File: src/rtl/rrc_pkg.sv
// Purpose: Shared constants and types for the remote run control block.
// Assumes: 50 MHz system clock, APB register access.
// Notes:   Cycle counts derive from the printed times and the clock rate.
`default_nettype none

package rrc_pkg;

  // ----------------------------------------------------------------------
  // Clock and timing
  // ----------------------------------------------------------------------
  localparam int unsigned CLK_HZ     = 50_000_000;        // System clock rate
  localparam int unsigned CYC_PER_MS = CLK_HZ / 1000;     // Cycles per ms
  localparam int unsigned HOLD_MS    = 300;               // Start/clear minimum hold
  localparam int unsigned LONG_MS    = 10_000;            // Start hold at power-on
  localparam int unsigned PWRUP_MS   = 300;               // Power-on window length
  localparam int unsigned FLASH_MS   = 250;               // One flash half-slot
  localparam int          CNT_W      = 29;                // Fits 10 s of cycles

  localparam logic [CNT_W-1:0] HOLD_CYC  = CNT_W'(HOLD_MS * CYC_PER_MS);
  localparam logic [CNT_W-1:0] LONG_CYC  = CNT_W'(LONG_MS * CYC_PER_MS);
  localparam logic [CNT_W-1:0] PWRUP_CYC = CNT_W'(PWRUP_MS * CYC_PER_MS);
  localparam logic [CNT_W-1:0] FLASH_CYC = CNT_W'(FLASH_MS * CYC_PER_MS);

  // ----------------------------------------------------------------------
  // Speed thresholds in rpm
  // ----------------------------------------------------------------------
  localparam logic [15:0] RPM_ONE   = 16'h07D0;           // 2,000
  localparam logic [15:0] RPM_TWO   = 16'h2710;           // 10,000
  localparam logic [15:0] RPM_THREE = 16'h4E20;           // 20,000
  localparam logic [15:0] RPM_CONT  = 16'h5FB4;           // 24,500
  localparam logic [15:0] RPM_TOP   = 16'h6C34;           // 27,700

  // ----------------------------------------------------------------------
  // Register map and fields
  // ----------------------------------------------------------------------
  localparam int          ADDR_W       = 8;
  localparam logic [7:0]  OFS_CTRL     = 8'h00;           // Method select
  localparam logic [7:0]  OFS_STAT     = 8'h04;           // Live state
  localparam logic [7:0]  OFS_IRQ_STAT = 8'h08;           // Sticky events, W1C
  localparam logic [7:0]  OFS_IRQ_MASK = 8'h0C;           // Event enables
  localparam int          CTRL_METHOD  = 0;               // 0: method one, 1: two
  localparam logic        CTRL_RST     = 1'b0;
  localparam logic [3:0]  MASK_RST     = 4'h0;
  localparam int          IRQ_W        = 4;
  localparam int          IRQ_START    = 0;               // Run accepted
  localparam int          IRQ_STOP     = 1;               // Rotor drive removed
  localparam int          IRQ_FAULT    = 2;               // Failure latched
  localparam int          IRQ_CLEAR    = 3;               // Failure released

  // ----------------------------------------------------------------------
  // Input vector positions (synchroniser order)
  // ----------------------------------------------------------------------
  localparam int IN_RUN  = 0;                             // Run-request line
  localparam int IN_HOLD = 1;                             // Hold-enable line
  localparam int IN_CLR  = 2;                             // Fault-clear line
  localparam int IN_PORT = 3;                             // Parallel port select
  localparam int IN_TYPE = 4;                             // Input type select
  localparam int IN_W    = 5;

  // ----------------------------------------------------------------------
  // Types
  // ----------------------------------------------------------------------
  typedef enum logic [1:0] {
    ST_IDLE  = 2'b00,                                     // Levitating or coasting
    ST_RUN   = 2'b01,                                     // Rotor driven
    ST_FAULT = 2'b11                                      // Latched failure
  } rrc_state_e;

  typedef struct packed {
    logic [IN_W-1:0]  sync1;
    logic [IN_W-1:0]  sync2;
    rrc_state_e       st;
    logic [CNT_W-1:0] run_cnt;
    logic [CNT_W-1:0] clr_cnt;
    logic [CNT_W-1:0] pwr_cnt;
    logic [CNT_W-1:0] flash_cnt;
    logic             pwr_win;
    logic             long_req;
    logic             armed;
    logic [2:0]       phase;
    logic             method;
    logic [IRQ_W-1:0] irq_stat;
    logic [IRQ_W-1:0] irq_mask;
    logic [31:0]      prdata;
    logic             pslverr;
    logic             led_pwr;
    logic             led_rot_g;
    logic             led_rot_o;
    logic             led_fail_o;
    logic             led_fail_r;
  } rrc_regs_s;

endpackage : rrc_pkg

`default_nettype wire

File: src/rtl/rrc_remote_ctrl.sv
// Purpose: Remote discrete run/stop/fault-clear decoder and status indicators.
// Assumes: One 50 MHz clock; pins are asynchronous; fault and speed come
//          from pump logic on the same clock.
// Notes:   Registers on APB; one level interrupt from sticky event bits.
`default_nettype none

// How it works
// - Common-linked select pin means voltage inputs asserted.
// - Method one: hold enable, then start 0.3 s.
// - Start held at power-on needs 10 s.
// - Method one stops when hold enable drops.
// - Method two: start is a level; hold ignored.
// - Restart accepted while still decelerating.
// - Abnormality latches failure, stops, blocks restart.
// - Fault clear held 0.3 s releases failure.
// - Power, rotation, failure indicators show state.
// - Rotation green flash count follows speed.
// - Rotation dark/orange; failure orange or red.
// - Inputs act only with parallel port selected.
module rrc_remote_ctrl #(
  parameter logic [rrc_pkg::CNT_W-1:0] P_HOLD_CYC  = rrc_pkg::HOLD_CYC,
  parameter logic [rrc_pkg::CNT_W-1:0] P_LONG_CYC  = rrc_pkg::LONG_CYC,
  parameter logic [rrc_pkg::CNT_W-1:0] P_PWRUP_CYC = rrc_pkg::PWRUP_CYC,
  parameter logic [rrc_pkg::CNT_W-1:0] P_FLASH_CYC = rrc_pkg::FLASH_CYC
) (
  input  wire logic                      i_clk,
  input  wire logic                      i_sys_rst,
  // Remote connector pins, electrical level
  input  wire logic                      i_in_type_open,
  input  wire logic                      i_port_sel,
  input  wire logic                      i_run_req,
  input  wire logic                      i_hold_en,
  input  wire logic                      i_fault_clr,
  // Pump logic, same clock
  input  wire logic                      i_fault_event,
  input  wire logic                      i_warning,
  input  wire logic [1:0]                i_warn_code,
  input  wire logic [1:0]                i_fault_code,
  input  wire logic [15:0]               i_speed_rpm,
  input  wire logic                      i_normal_op,
  // APB slave
  input  wire logic                      i_psel,
  input  wire logic                      i_penable,
  input  wire logic                      i_pwrite,
  input  wire logic [rrc_pkg::ADDR_W-1:0] i_paddr,
  input  wire logic [31:0]               i_pwdata,
  output logic [31:0]                    o_prdata,
  output logic                           o_pready,
  output logic                           o_pslverr,
  // Drive and indicators
  output logic                           o_rotor_run,
  output logic                           o_fault_latched,
  output logic                           o_led_power,
  output logic                           o_led_rot_green,
  output logic                           o_led_rot_orange,
  output logic                           o_led_fail_orange,
  output logic                           o_led_fail_red,
  output logic                           o_irq
);

  // ----------------------------------------------------------------------
  // Helpers
  // ----------------------------------------------------------------------
  // Lit during the first half of each of the first cnt slots
  // Phase bit 0 set marks the dark half
  function automatic logic flash_lit(input logic [2:0] ph, input logic [1:0] cnt);
    return !ph[0] && (ph[2:1] < cnt);
  endfunction

  // ----------------------------------------------------------------------
  // State
  // ----------------------------------------------------------------------
  rrc_pkg::rrc_regs_s q;                       // Registered state
  rrc_pkg::rrc_regs_s d;                       // Next state
  logic [3:0]               act;               // Decoded asserted lines
  logic                     run_in;            // Run request, port-gated
  logic                     hold_in;           // Hold enable, port-gated
  logic                     clr_in;            // Fault clear, port-gated
  logic                     counting;          // Start qualifier holding
  logic                     start_ok;          // Start hold time met
  logic                     stop_req;          // Stop condition for method
  logic [rrc_pkg::CNT_W-1:0] need;             // Start hold target
  logic [rrc_pkg::IRQ_W-1:0] ev;               // Event pulses this cycle
  logic [rrc_pkg::IRQ_W-1:0] w1c;              // Software clear bits
  logic                     mapped;            // Address decodes
  logic [31:0]              rd_val;            // Read mux
  logic                     moving;            // Rotor not at standstill

  // ----------------------------------------------------------------------
  // Next-state logic
  // ----------------------------------------------------------------------
  always_comb begin
    d = q;
    ev = '0;
    w1c = '0;

    // Two flops per pin; only sync2 is decoded below
    // Only sync2 reads sync1: no metastable fan-out
    d.sync1 = {i_in_type_open, i_port_sel, i_fault_clr, i_hold_en, i_run_req};
    d.sync2 = q.sync1;

    // Open select pin: contacts pull low when closed; linked: voltage high
    act = q.sync2[3:0] ^ {4{q.sync2[rrc_pkg::IN_TYPE]}};
    run_in = act[rrc_pkg::IN_RUN] & act[rrc_pkg::IN_PORT];
    hold_in = act[rrc_pkg::IN_HOLD] & act[rrc_pkg::IN_PORT];
    clr_in = act[rrc_pkg::IN_CLR] & act[rrc_pkg::IN_PORT];

    // Power-on window, after which a start needs only the short hold
    // Counter freezes once the window closes
    if (q.pwr_win) begin
      if (q.pwr_cnt == P_PWRUP_CYC - 1'b1) begin
        d.pwr_win = 1'b0;
      end else begin
        d.pwr_cnt = q.pwr_cnt + 1'b1;
      end
    end

    // Start qualifier; method two ignores the hold line
    // Any drop restarts the count from zero
    need = q.long_req ? P_LONG_CYC : P_HOLD_CYC;
    counting = run_in && (q.method || hold_in) && q.armed
               && (q.st == rrc_pkg::ST_IDLE);
    if (!counting) begin
      d.run_cnt = '0;
      d.long_req = 1'b0;
    end else if (q.run_cnt != need) begin
      d.run_cnt = q.run_cnt + 1'b1;
      if (q.run_cnt == '0) begin
        d.long_req = q.pwr_win;
      end
    end
    start_ok = counting && (q.run_cnt == need);

    // A fresh assertion is needed after each accepted start
    if (!run_in) begin
      d.armed = 1'b1;
    end

    // Method one stops on hold; method two on the run level
    // Port deselect reads as a drop and stops too
    stop_req = q.method ? !run_in : !hold_in;

    // Run / fault sequencing
    unique case (q.st)
      rrc_pkg::ST_IDLE: begin
        // Speed is not checked, so a coasting rotor is re-driven
        if (start_ok) begin
          d.st = rrc_pkg::ST_RUN;
          d.armed = 1'b0;
          ev[rrc_pkg::IRQ_START] = 1'b1;
        end
      end
      rrc_pkg::ST_RUN: begin
        // Stop level checked every cycle
        if (stop_req) begin
          d.st = rrc_pkg::ST_IDLE;
          ev[rrc_pkg::IRQ_STOP] = 1'b1;
        end
      end
      rrc_pkg::ST_FAULT: begin
        // Restart after release needs the run line re-asserted
        d.armed = !run_in;
        // Clear must stand for the whole count
        if (!clr_in) begin
          d.clr_cnt = '0;
        end else if (q.clr_cnt == P_HOLD_CYC) begin
          d.st = rrc_pkg::ST_IDLE;
          d.clr_cnt = '0;
          ev[rrc_pkg::IRQ_CLEAR] = 1'b1;
        end else begin
          d.clr_cnt = q.clr_cnt + 1'b1;
        end
      end
      default: begin
        // Unused code 2'b10 recovers to idle
        d.st = rrc_pkg::ST_IDLE;
      end
    endcase

    // Abnormality overrides any other move
    // A live cause also holds off a release
    if (i_fault_event) begin
      d.st = rrc_pkg::ST_FAULT;
      d.clr_cnt = '0;
      ev[rrc_pkg::IRQ_FAULT] = (q.st != rrc_pkg::ST_FAULT);
      ev[rrc_pkg::IRQ_CLEAR] = 1'b0;
      ev[rrc_pkg::IRQ_STOP] = (q.st == rrc_pkg::ST_RUN);
    end

    // Flash timebase: half-slot enable pulse and phase counter
    // Eight half-slots make one pattern period
    if (q.flash_cnt == P_FLASH_CYC - 1'b1) begin
      d.flash_cnt = '0;
      d.phase = q.phase + 1'b1;
    end else begin
      d.flash_cnt = q.flash_cnt + 1'b1;
    end

    // Indicators
    // Each indicator flop lags the state a cycle
    moving = (i_speed_rpm != 16'h0000);
    d.led_pwr = 1'b1;
    d.led_rot_g = 1'b0;
    d.led_rot_o = 1'b0;
    if (q.st == rrc_pkg::ST_RUN) begin
      if (i_normal_op || i_speed_rpm >= rrc_pkg::RPM_CONT) begin
        d.led_rot_g = 1'b1;
      end else if (i_speed_rpm <= rrc_pkg::RPM_ONE) begin
        d.led_rot_g = flash_lit(q.phase, 2'd1);
      end else if (i_speed_rpm <= rrc_pkg::RPM_TWO) begin
        d.led_rot_g = flash_lit(q.phase, 2'd2);
      end else if (i_speed_rpm <= rrc_pkg::RPM_THREE) begin
        d.led_rot_g = flash_lit(q.phase, 2'd3);
      end else begin
        d.led_rot_g = !q.phase[0];
      end
    end else if (moving) begin
      d.led_rot_o = 1'b1;
    end
    // Code 0 means steady red or orange flashing in every slot
    d.led_fail_r = 1'b0;
    d.led_fail_o = 1'b0;
    if (q.st == rrc_pkg::ST_FAULT) begin
      d.led_fail_r = (i_fault_code == 2'd0) ? 1'b1 : flash_lit(q.phase, i_fault_code);
    end else if (i_warning) begin
      d.led_fail_o = (i_warn_code == 2'd0) ? !q.phase[0] : flash_lit(q.phase, i_warn_code);
    end

    // Register read mux, taken in the setup cycle
    // Unmapped offsets read zero, flag an error
    mapped = 1'b1;
    rd_val = 32'h0000_0000;
    unique case (i_paddr)
      rrc_pkg::OFS_CTRL:     rd_val[rrc_pkg::CTRL_METHOD] = q.method;
      rrc_pkg::OFS_STAT:     rd_val[4:0] = {act[rrc_pkg::IN_PORT], q.pwr_win,
                                            q.st == rrc_pkg::ST_FAULT, moving,
                                            q.st == rrc_pkg::ST_RUN};
      rrc_pkg::OFS_IRQ_STAT: rd_val[rrc_pkg::IRQ_W-1:0] = q.irq_stat;
      rrc_pkg::OFS_IRQ_MASK: rd_val[rrc_pkg::IRQ_W-1:0] = q.irq_mask;
      default:               mapped = 1'b0;
    endcase
    if (i_psel && !i_penable) begin
      d.prdata = rd_val;
      d.pslverr = !mapped;
    end

    // Writes land at the access edge
    // Live status offset is read-only
    if (i_psel && i_penable && i_pwrite && mapped) begin
      unique case (i_paddr)
        rrc_pkg::OFS_CTRL:     d.method = i_pwdata[rrc_pkg::CTRL_METHOD];
        rrc_pkg::OFS_IRQ_STAT: w1c = i_pwdata[rrc_pkg::IRQ_W-1:0];
        rrc_pkg::OFS_IRQ_MASK: d.irq_mask = i_pwdata[rrc_pkg::IRQ_W-1:0];
        default:               w1c = '0;
      endcase
    end
    // A new event wins over a same-cycle clear
    d.irq_stat = (q.irq_stat & ~w1c) | ev;
  end

  // ----------------------------------------------------------------------
  // State register
  // ----------------------------------------------------------------------
  always_ff @(posedge i_clk or posedge i_sys_rst) begin
    if (i_sys_rst) begin
      // Zero, then the few non-zero values
      q <= '0;
      q.st <= rrc_pkg::ST_IDLE;
      q.pwr_win <= 1'b1;                       // Window opens at release
      q.armed <= 1'b1;                         // Allows start held at power-on
      q.method <= rrc_pkg::CTRL_RST;
      q.irq_mask <= rrc_pkg::MASK_RST;
    end else begin
      q <= d;
    end
  end

  // ----------------------------------------------------------------------
  // Outputs
  // ----------------------------------------------------------------------
  assign o_prdata = q.prdata;
  assign o_pready = 1'b1;                      // Zero-wait slave
  assign o_pslverr = q.pslverr & i_psel & i_penable;
  assign o_rotor_run = (q.st == rrc_pkg::ST_RUN);
  assign o_fault_latched = (q.st == rrc_pkg::ST_FAULT);
  assign o_led_power = q.led_pwr;
  assign o_led_rot_green = q.led_rot_g;
  assign o_led_rot_orange = q.led_rot_o;
  assign o_led_fail_orange = q.led_fail_o;
  assign o_led_fail_red = q.led_fail_r;
  // Level while any unmasked event is pending
  assign o_irq = |(q.irq_stat & q.irq_mask);

endmodule // rrc_remote_ctrl

`default_nettype wire

File: config.mk
export PLATFORM = sky130hd
export DESIGN_NAME = rrc_remote_ctrl
export DESIGN_NICKNAME = d
export VERILOG_FILES = /design/src/rtl/rrc_pkg.sv /design/src/rtl/rrc_remote_ctrl.sv
export SDC_FILE = /design/constraint.sdc
export NUM_CORES = 1
export LEC_CHECK = 0
export ABC_AREA = 1
export BUFFER_PORTS_ARGS = -buffer_cell sky130_fd_sc_hd__buf_2
export CAP_MARGIN = 25
export CORE_ASPECT_RATIO = 0.7
export CORE_MARGIN = 4
export CORE_UTILIZATION = 35
export CTS_BUF_LIST = sky130_fd_sc_hd__clkbuf_8
export DETAILED_ROUTE_END_ITERATION = 12
export HOLD_SLACK_MARGIN = 0.08
export MAX_ROUTING_LAYER = met4
export SLEW_MARGIN = 20
export SYNTH_ARGS = -nofsm -noshare
export SYNTH_HDL_FRONTEND = slang
export SYNTH_SLANG_ARGS = --single-unit
File: constraint.sdc
create_clock -name i_clk -period 6.9 [get_ports i_clk]
set_clock_uncertainty 0.1 [all_clocks]
set_input_delay 1.38 -clock i_clk [delete_from_list [all_inputs] [get_ports i_clk]]
set_output_delay 1.38 -clock i_clk [all_outputs]
set_load 0.005 [all_outputs]
==> results of run 1 <==
metal layers:
layer,global-route usage,up-vias
li1,-,4179
met1,0.266,3787
met2,0.218,259
met3,0.0352,14
met4,0.0321,0
met5,-,-
sequential cells by signal, indices dropped and copies added, names as in the netlist:
register / cells
o_led_fail_red: 1
o_led_fail_orange: 1
o_led_rot_orange: 1
q: 139
o_led_power: 1
o_prdata: 5
o_led_rot_green: 1
d: 5
kinds of logic after synthesis:
logic type / Yosys count / share of synthesized area
AO/OA/AOI/OAI: 133 / 0.0759
AND/OR/NAND/NOR: 705 / 0.338
flip-flops: 154 / 0.410
adder cells (fa/ha/maj): 12 / 0.0160
buffers and inverters: 227 / 0.106
other: 2 / 0.000798
multiplexers: 1 / 0.00106
XOR/XNOR: 56 / 0.0521
final timing paths:
path,from,to,depth (start not counted)
worst min register to register,d[171],q[171],0
worst max-delay path,i_psel,o_pslverr,3
max in group asynchronous,i_sys_rst,q[168],3
min in group asynchronous,i_sys_rst,o_led_fail_orange,2
worst max register to register,q[169],q[124],8
worst min-delay path,d[171],q[171],0
metrics by stage:
step	hold WS, ns	utilization	instances	instance area (um2)	setup slack [ns]
CTS	0.260	0.399	1719	10400	3.65
detailed placement	0.240	0.382	1687	9950	3.65
global route	0.257	0.399	1719	10400	3.64
floorplan	0.231	-	1317	9510	1.27
finish	0.257	0.399	1719	10400	3.65
global placement	0.237	0.382	1687	9950	3.66
final cells by class:
| type | count | area share |
|---|---|---|
| clock inverters | 12 | 0.0158 |
| well taps | 357 | 0.0430 |
| inverters | 179 | 0.0651 |
| clock buffers | 20 | 0.0265 |
| multi-input cells | 936 | 0.448 |
| repair buffers | 61 | 0.0301 |
| flip-flops and latches | 154 | 0.371 |
layout by cell type, fill, tap and decap left out, types with 6 or more instances in the layout:
cell | Yosys | final
nor2_1 | 178 | 178
o21ai_0 | 51 | 51
nand2_4 | 6 | 6
clkbuf_8 | 0 | 20
buf_2 | 6 | 58
ha_1 | 12 | 12
nor2_2 | 6 | 6
inv_1 | 167 | 167
o21ai_1 | 18 | 18
o22ai_1 | 7 | 7
a31oi_1 | 8 | 8
clkinv_4 | 0 | 6
nand3_1 | 71 | 71
xor2_1 | 46 | 46
nand4_1 | 34 | 34
inv_2 | 10 | 10
nor3_1 | 41 | 41
dfrtp_1 | 152 | 152
conb_1 | 2 | 29
xnor2_1 | 10 | 10
nand2_2 | 8 | 8
nor4_1 | 16 | 16
nand2_1 | 315 | 315
a21oi_1 | 38 | 38
report_power, final:
part | internal, W | leakage, nW | total (W) | switching [W]
clock | 0.000391 | 0.225 | 0.000765 | 0.000374
combinational | 0.0000394 | 2.69 | 0.000130 | 0.0000905
sequential | 0.000919 | 2.07 | 0.000930 | 0.0000105
total | 0.00135 | 4.99 | 0.00182 | 0.000475
==> impl_metrics.ini, run 1 <==
[sta]
slew_violations = 0
fmax_ghz = 0.308
worstMarginPinSlew_ns = 0.846
rsz0062_at_grt = false
maxSlewHeadroom = 0.436
setup-tns-final_ns = 0
finalCritPeriodShare = 0.471
min_period_ns = 3.25
hold_viol_final = 0
setup_violations = 0

[clock_tree]
post_cts_resized = 0
clock_latency_ns = 0.47
cts_buffers = 17
clk_path_buf_depth = 2
cts_root_buf = clkbuf_8
post-cts-setup-buffers = 0
cts.sinks = 154
cts_tree = built
cts-htree-levels = 4
cts.reportedPaths.clkPinSlew_ns = 0.09
cts_hold_buf = 0

[global_routing]
grt_use_total = 0.168
antenna_found_initial = 0
gr-total-overflow = 0
grt_pass1_vias = 7663
grt_max_degree = 93
grt_pass1_wl_mm = 39.7

[worst_setup_path]
critPathSlowestCell = and3_1
max_stage_delay_ns = 0.16
end_kind = primary output
reg2reg_slack_ns = 4.45
cpMostUsedCell = buf_2
arrival_ns = 1.77
crit_chain = buf_2 -> and3_1 -> buf_2
critPathLaunchType = input port
cp.required_ns = 5.42
criticalPathCategory = in -> out
cp_top_family = buffers and inverters
crit_buf_inv = 2
cp_max_fo = 3

[synthesis]
syn-cell-area_mm2 = 0.00941
syn_area_per_cell_um2 = 7.30
synth_edf_count = 0
async_reset_ff_frac = 1.00
synth_ff_type = dfrtp_1
synth_commonest_cells = 315 x nand2_1, 178 x nor2_1, 167 x inv_1
synthTopCellsByArea = dfrtp_1 40%, nand2_1 13%, nor2_1 7.1%, inv_1 6.7%, xor2_1 4.3%
seq_area_frac_synth = 0.410
synth-seq-cells = 154
yosysMostFrequentCell = nand2_1
ys_warn_count = 0
yosys.cell_types.count = 47
synth_area_leader_cell = dfrtp_1
synth_cells = 1290
synth_top_area_frac = 0.404

[detailed_routing]
post-route-drc-count = 0
wire_per_inst_um = 13.9
vias = 8239
routed-wl-met3_mm = 1.58
first_pass_iters = 7
drtIter0Drc = 625
wirelength_mm = 23.9
m1WireLength_mm = 12.9
vias_per_cell = 4.79
ant_nets = 0
wl_met2_mm = 9.24
maxUsedRoutingLayer = met4

[power_and_ir_drop]
vdd_drop_max_v = 0.000120
finalPower_w = 0.00182
power.density_mw_per_mm2 = 176
leakagePower_nw = 4.99

[die]
io_pins = 115
coreArea_mm2 = 0.0261
dieArea_mm2 = 0.0296
num_rows = 49
dieWidth_um = 204
die_y_um = 145
start_util = 0.361

[placement]
gp_congestion = 0.934
dp_hpwl_mm = 18.0
numPortBuffers = 58

[layout]
seq_area_mm2 = 0.00386
drive_above_1_share = 0.105
area_growth_pct = 10.4
multi_input_area_mm2 = 0.00466
final_nets = 1434
fill_cells = 2699
diodes = 0

[hold_path]
min_path_type = reg -> reg

[outcome]
status = finished clean

[job]
max-cap-violations = 0
Note: power is estimated with default switching activity, not from simulation.
==> run 2, diff against run 1 <==
- clock period: 6.9 -> 3.34 ns (I/O delays scaled with it)
==> run 2 against run 1 <==
Combinational power up 110%. Utilization up 0.10 points. Final cell count grew 0.12%.
==> impl_metrics.ini, run 2 (same netlist as run 1, synthesis figures left out) <==
[clock_tree]
cts_root_buf = clkbuf_8
post-cts-setup-buffers = 0
cts_tree = built
post_cts_resized = 0
cts.sinks = 154
cts_hold_buf = 0
clock_latency_ns = 0.46
cts_buffers = 17
cts-htree-levels = 4
clk_path_buf_depth = 2
cts.reportedPaths.clkPinSlew_ns = 0.10

[power_and_ir_drop]
power.density_mw_per_mm2 = 359
p_switching_w = 0.00100
internal_power_w = 0.00274
leakagePower_nw = 5.00
combPwrFrac = 0.073
vdd_drop_max_v = 0.000251
p_sw_frac = 0.267
p_seq_frac = 0.512
clkPwrFrac = 0.415

[worst_setup_path]
r2r_cells = 8
timing.rr.start = q[53]
critPathLaunchType = register
r2r_end = q[72]
criticalPathCategory = reg -> reg
cp_max_fo = 6
endpoint = q[72]
cp-startpoint = q[53]
end_kind = register
arrival_ns = 2.48
cp.required_ns = 3.59
reg2reg_slack_ns = 1.11

[sta]
finalCritPeriodShare = 0.667
maxSlewHeadroom = 0.651
setup_violations = 0
min_period_ns = 2.23
fin_hold_ws_ns = 0.112
worstMarginPinSlew_ns = 0.519
fmax_ghz = 0.449
rsz0062_at_grt = false
setup-tns-final_ns = 0
hold_viol_final = 0
slew_violations = 0

[die]
dieWidth_um = 204
coreArea_mm2 = 0.0261
start_util = 0.361
die_y_um = 145
dieArea_mm2 = 0.0296
num_rows = 49
io_pins = 115

[global_routing]
grt_pass1_vias = 7410
antenna_found_initial = 0
gr-total-overflow = 0
grt_use_total = 0.161
grt_pass1_wl_mm = 38.2
grt_max_degree = 88

[layout]
final_nets = 1436
final_cell_area_mm2 = 0.0104
drive_above_1_share = 0.106
diodes = 0
layout_common_cells = 315 x nand2_1, 178 x nor2_1, 167 x inv_1
max_flop_register = q
multi_input_area_mm2 = 0.00466
largest_register_ffs = 139
area_growth_pct = 10.7
final_common_cell = nand2_1
fill_cells = 2682
seq_area_mm2 = 0.00386

[detailed_routing]
vias = 8178
wire_per_inst_um = 13.5
post-route-drc-count = 0
ant_nets = 0
first_pass_iters = 5
drtIter0Drc = 660
wirelength_mm = 23.3
vias_per_cell = 4.75

[job]
max-cap-violations = 0

[placement]
dp_hpwl_mm = 17.6
numPortBuffers = 58
place_area_mm2 = 0.00999
gp_congestion = 0.878

[outcome]
status = finished clean

[hold_path]
min_path_type = in -> async
run 2: power groups by stage:
| stage | Clock [W] | Sequential (W) | Combinational (W) |
|---|---|---|---|
| final | 0.00155 | 0.00192 | 0.000273 |
| after CTS | 0.00160 | 0.00192 | 0.000278 |
| after floorplan | 0 | 0.00195 | 0.000181 |
| after global placement | 0 | 0.00196 | 0.000276 |
| after global routing | 0.00168 | 0.00192 | 0.000311 |
| after detailed placement | 0 | 0.00196 | 0.000277 |
run 2: per-layer routing:
layer  track usage  routed length, um
met1         0.257              12600
met2         0.205               8890
met3        0.0352               1500
met4        0.0315                238
met5             -                  0
run 2: per-stage QoR:
step | setup WS (ns) | utilization | instances | total power (W)
after floorplan | 0.629 | - | 1317 | 0.00213
after global placement | 1.15 | 0.383 | 1689 | 0.00223
after detailed placement | 1.15 | 0.383 | 1689 | 0.00223
after CTS | 1.13 | 0.400 | 1721 | 0.00380
after global routing | 0.883 | 0.400 | 1721 | 0.00392
final | 1.11 | 0.400 | 1721 | 0.00374
run 2: critical path, cell delays in order, from the launching register on:
cell	delay [ns]
dfrtp_1	0.43
ha_1	0.33
nand2_1	0.08
nor2_1	0.17
nand2_1	0.12
nor4_1	0.28
nand4_1	0.36
o21ai_1	0.18
nor2_1	0.06
run 2: area by class of cell:
cell class,count,share of cell area
tap,357,0.0429
clock inverter,15,0.0185
timing repair buffer,63,0.0339
sequential,154,0.370
inverter,179,0.0649
clock buffer,17,0.0225
multi-input combinational,936,0.447
run 2: how the worst min path moves through the flow:
stage / endpoint / cells after the start / from
finish: q[134] / 2 / i_sys_rst
global route: q[134] / 2 / i_sys_rst
CTS: q[133] / 2 / i_sys_rst
detailed placement: q[172] / 0 / d[172]
global placement: q[172] / 0 / d[172]
floorplan: q[171] / 0 / d[171]
==> run 3, diff against run 2 <==
- clock period: 3.34 -> 2.05 ns (I/O delays scaled with it)
==> run 3 against run 2 <==
Via count rose by 3.0%. Count of clock-buffer cells in the layout is 1 higher. Clock power rose by 43%. Design area rose by 3.1%. Routed wire length rose by 4.1%. Sequential power rose by 63%. Total power rose by 56%. Non-clock buffer count up 43. Global-route usage rose by 0.79 points. Final cell count is 2.5% higher. Largest power group unchanged.
==> impl_metrics.ini, run 3 (same netlist as run 1, synthesis figures left out) <==
[placement]
dp_hpwl_mm = 18.3
numPortBuffers = 58
gp_congestion = 0.917
place_inst = 1717

[die]
dieArea_mm2 = 0.0296
dieWidth_um = 204
io_pins = 115
coreArea_mm2 = 0.0261
die_y_um = 145
num_rows = 49
start_util = 0.361

[power_and_ir_drop]
combPwrFrac = 0.084
leakagePower_nw = 5.19
internal_power_w = 0.00417
p_sw_frac = 0.286
p_seq_frac = 0.536
clkPwrFrac = 0.380
vdd_drop_max_v = 0.000399
power.density_mw_per_mm2 = 543
p_switching_w = 0.00167

[detailed_routing]
vias_per_cell = 4.77
first_pass_iters = 5
wire_per_inst_um = 13.7
post-route-drc-count = 0
ant_nets = 0
wirelength_mm = 24.2
drtIter0Drc = 654
vias = 8423

[layout]
multi_input_area_mm2 = 0.00469
final_common_cell = nand2_1
fill_cells = 2716
drive_above_1_share = 0.129
layout_common_cells = 315 x nand2_1, 177 x nor2_1, 167 x inv_1
final_nets = 1479
seq_area_mm2 = 0.00386
area_growth_pct = 14.1
largest_register_ffs = 139
diodes = 0
final_core_util = 0.412
final_cells = 1764
max_flop_register = q

[global_routing]
gr-total-overflow = 0
grt_use_total = 0.169
antenna_found_initial = 0
grt_max_degree = 97
grt_pass1_vias = 7753
grt_pass1_wl_mm = 40.2

[clock_tree]
clock_latency_ns = 0.47
cts-htree-levels = 4
cts_root_buf = clkbuf_8
clk_path_buf_depth = 2
cts.reportedPaths.clkPinSlew_ns = 0.09
cts_tree = built
cts.sinks = 154
cts_buffers = 17

[worst_setup_path]
r2r_end = q[131]
cp.required_ns = 1.54
criticalPathCategory = reg -> out
end_kind = primary output
cp_max_fo = 5
timing.rr.start = q[111]
arrival_ns = 1.42
reg2reg_slack_ns = 0.12
r2r_cells = 11
critPathLaunchType = register

[sta]
setup_violations = 0
slew_violations = 0
rsz0062_at_grt = true
worstMarginPinSlew_ns = 0.578
finalCritPeriodShare = 0.941
fmax_ghz = 0.518
hold_viol_final = 0
maxSlewHeadroom = 0.615
min_period_ns = 1.93

[hold_path]
min_path_cells = 3
min_path_type = in -> reg
hold_path.startpoint = i_pwdata[1]
holdPathEnd = q[39]

[job]
max-cap-violations = 0

[outcome]
status = finished clean
## run 3: cell count changes in the layout (fill, tap and decap cells not counted), sizes merged
cell         previous run  this run
bufinv                  3         0
clkinv                  7         4
inv                   182       184
clkbuf                 17        18
clkinvlp                2         5
dlygate4sd3             0        10
buf                    63        96
## run 3: layout make-up
class | instances | area share
multi-input cells | 936 | 0.437
flip-flops and latches | 154 | 0.359
repair buffers | 106 | 0.0664
inverters | 179 | 0.0631
well taps | 357 | 0.0416
clock buffers | 18 | 0.0231
clock inverters | 14 | 0.0104
## run 3: per-layer routing
| metal | up-vias | share of wire | GRT usage | wire length (um) |
|---|---|---|---|---|
| met5 | - | 0 | - | 0 |
| met4 | 0 | 0.0063 | 0.0308 | 153 |
| met1 | 3919 | 0.54 | 0.270 | 13200 |
| met2 | 214 | 0.39 | 0.219 | 9490 |
| met3 | 16 | 0.058 | 0.0328 | 1410 |
| li1 | 4274 | - | - | - |
## run 3: power by group through the flow
stage | combinational [W] | clock (W) | sequential [W]
after floorplan | 0.000295 | 0 | 0.00318
after global placement | 0.000474 | 0 | 0.00318
after detailed placement | 0.000478 | 0 | 0.00319
after CTS | 0.000494 | 0.00229 | 0.00313
after global routing | 0.000557 | 0.00241 | 0.00313
final | 0.000490 | 0.00222 | 0.00313
## run 3: timing repair
action / 4_1_cts / 5_1_grt
setup endpoints to repair: 0 / 14
setup buffers: 0 / 5
hold endpoints to repair: 159 / 0
gates resized for setup: 0 / 10
hold buffers: 10 / 0
## run 3: stage by stage
stage               cell area (um2)  TNS (ns)  setup WS, ns  power [W]  hold slack (ns)
CTS                           10700         0        0.0868    0.00591            0.108
global route                  10700    -0.139       -0.0346    0.00610            0.115
detailed placement            10200         0         0.106    0.00366            0.264
floorplan                      9520    -61.30        -0.403    0.00348            0.231
finish                        10700         0         0.120    0.00583            0.136
global placement              10200         0         0.127    0.00366            0.281
## run 3: worst max-delay path by stage
stage               cells past startpoint  slack, ns       from              end
global route                           10      -0.03     q[111]           q[119]
floorplan                               1      -0.40  i_sys_rst           d[171]
finish                                  3       0.12     q[169]  o_fault_latched
CTS                                    11       0.09     q[111]           q[137]
detailed placement                     11       0.11     q[111]           q[137]
global placement                       11       0.13     q[111]           q[137]
## run 3: critical path: stages (launching register included)
cell and delay (ns):
dfrtp_1 0.43, ha_1 0.23, buf_4 0.16, buf_2 0.13
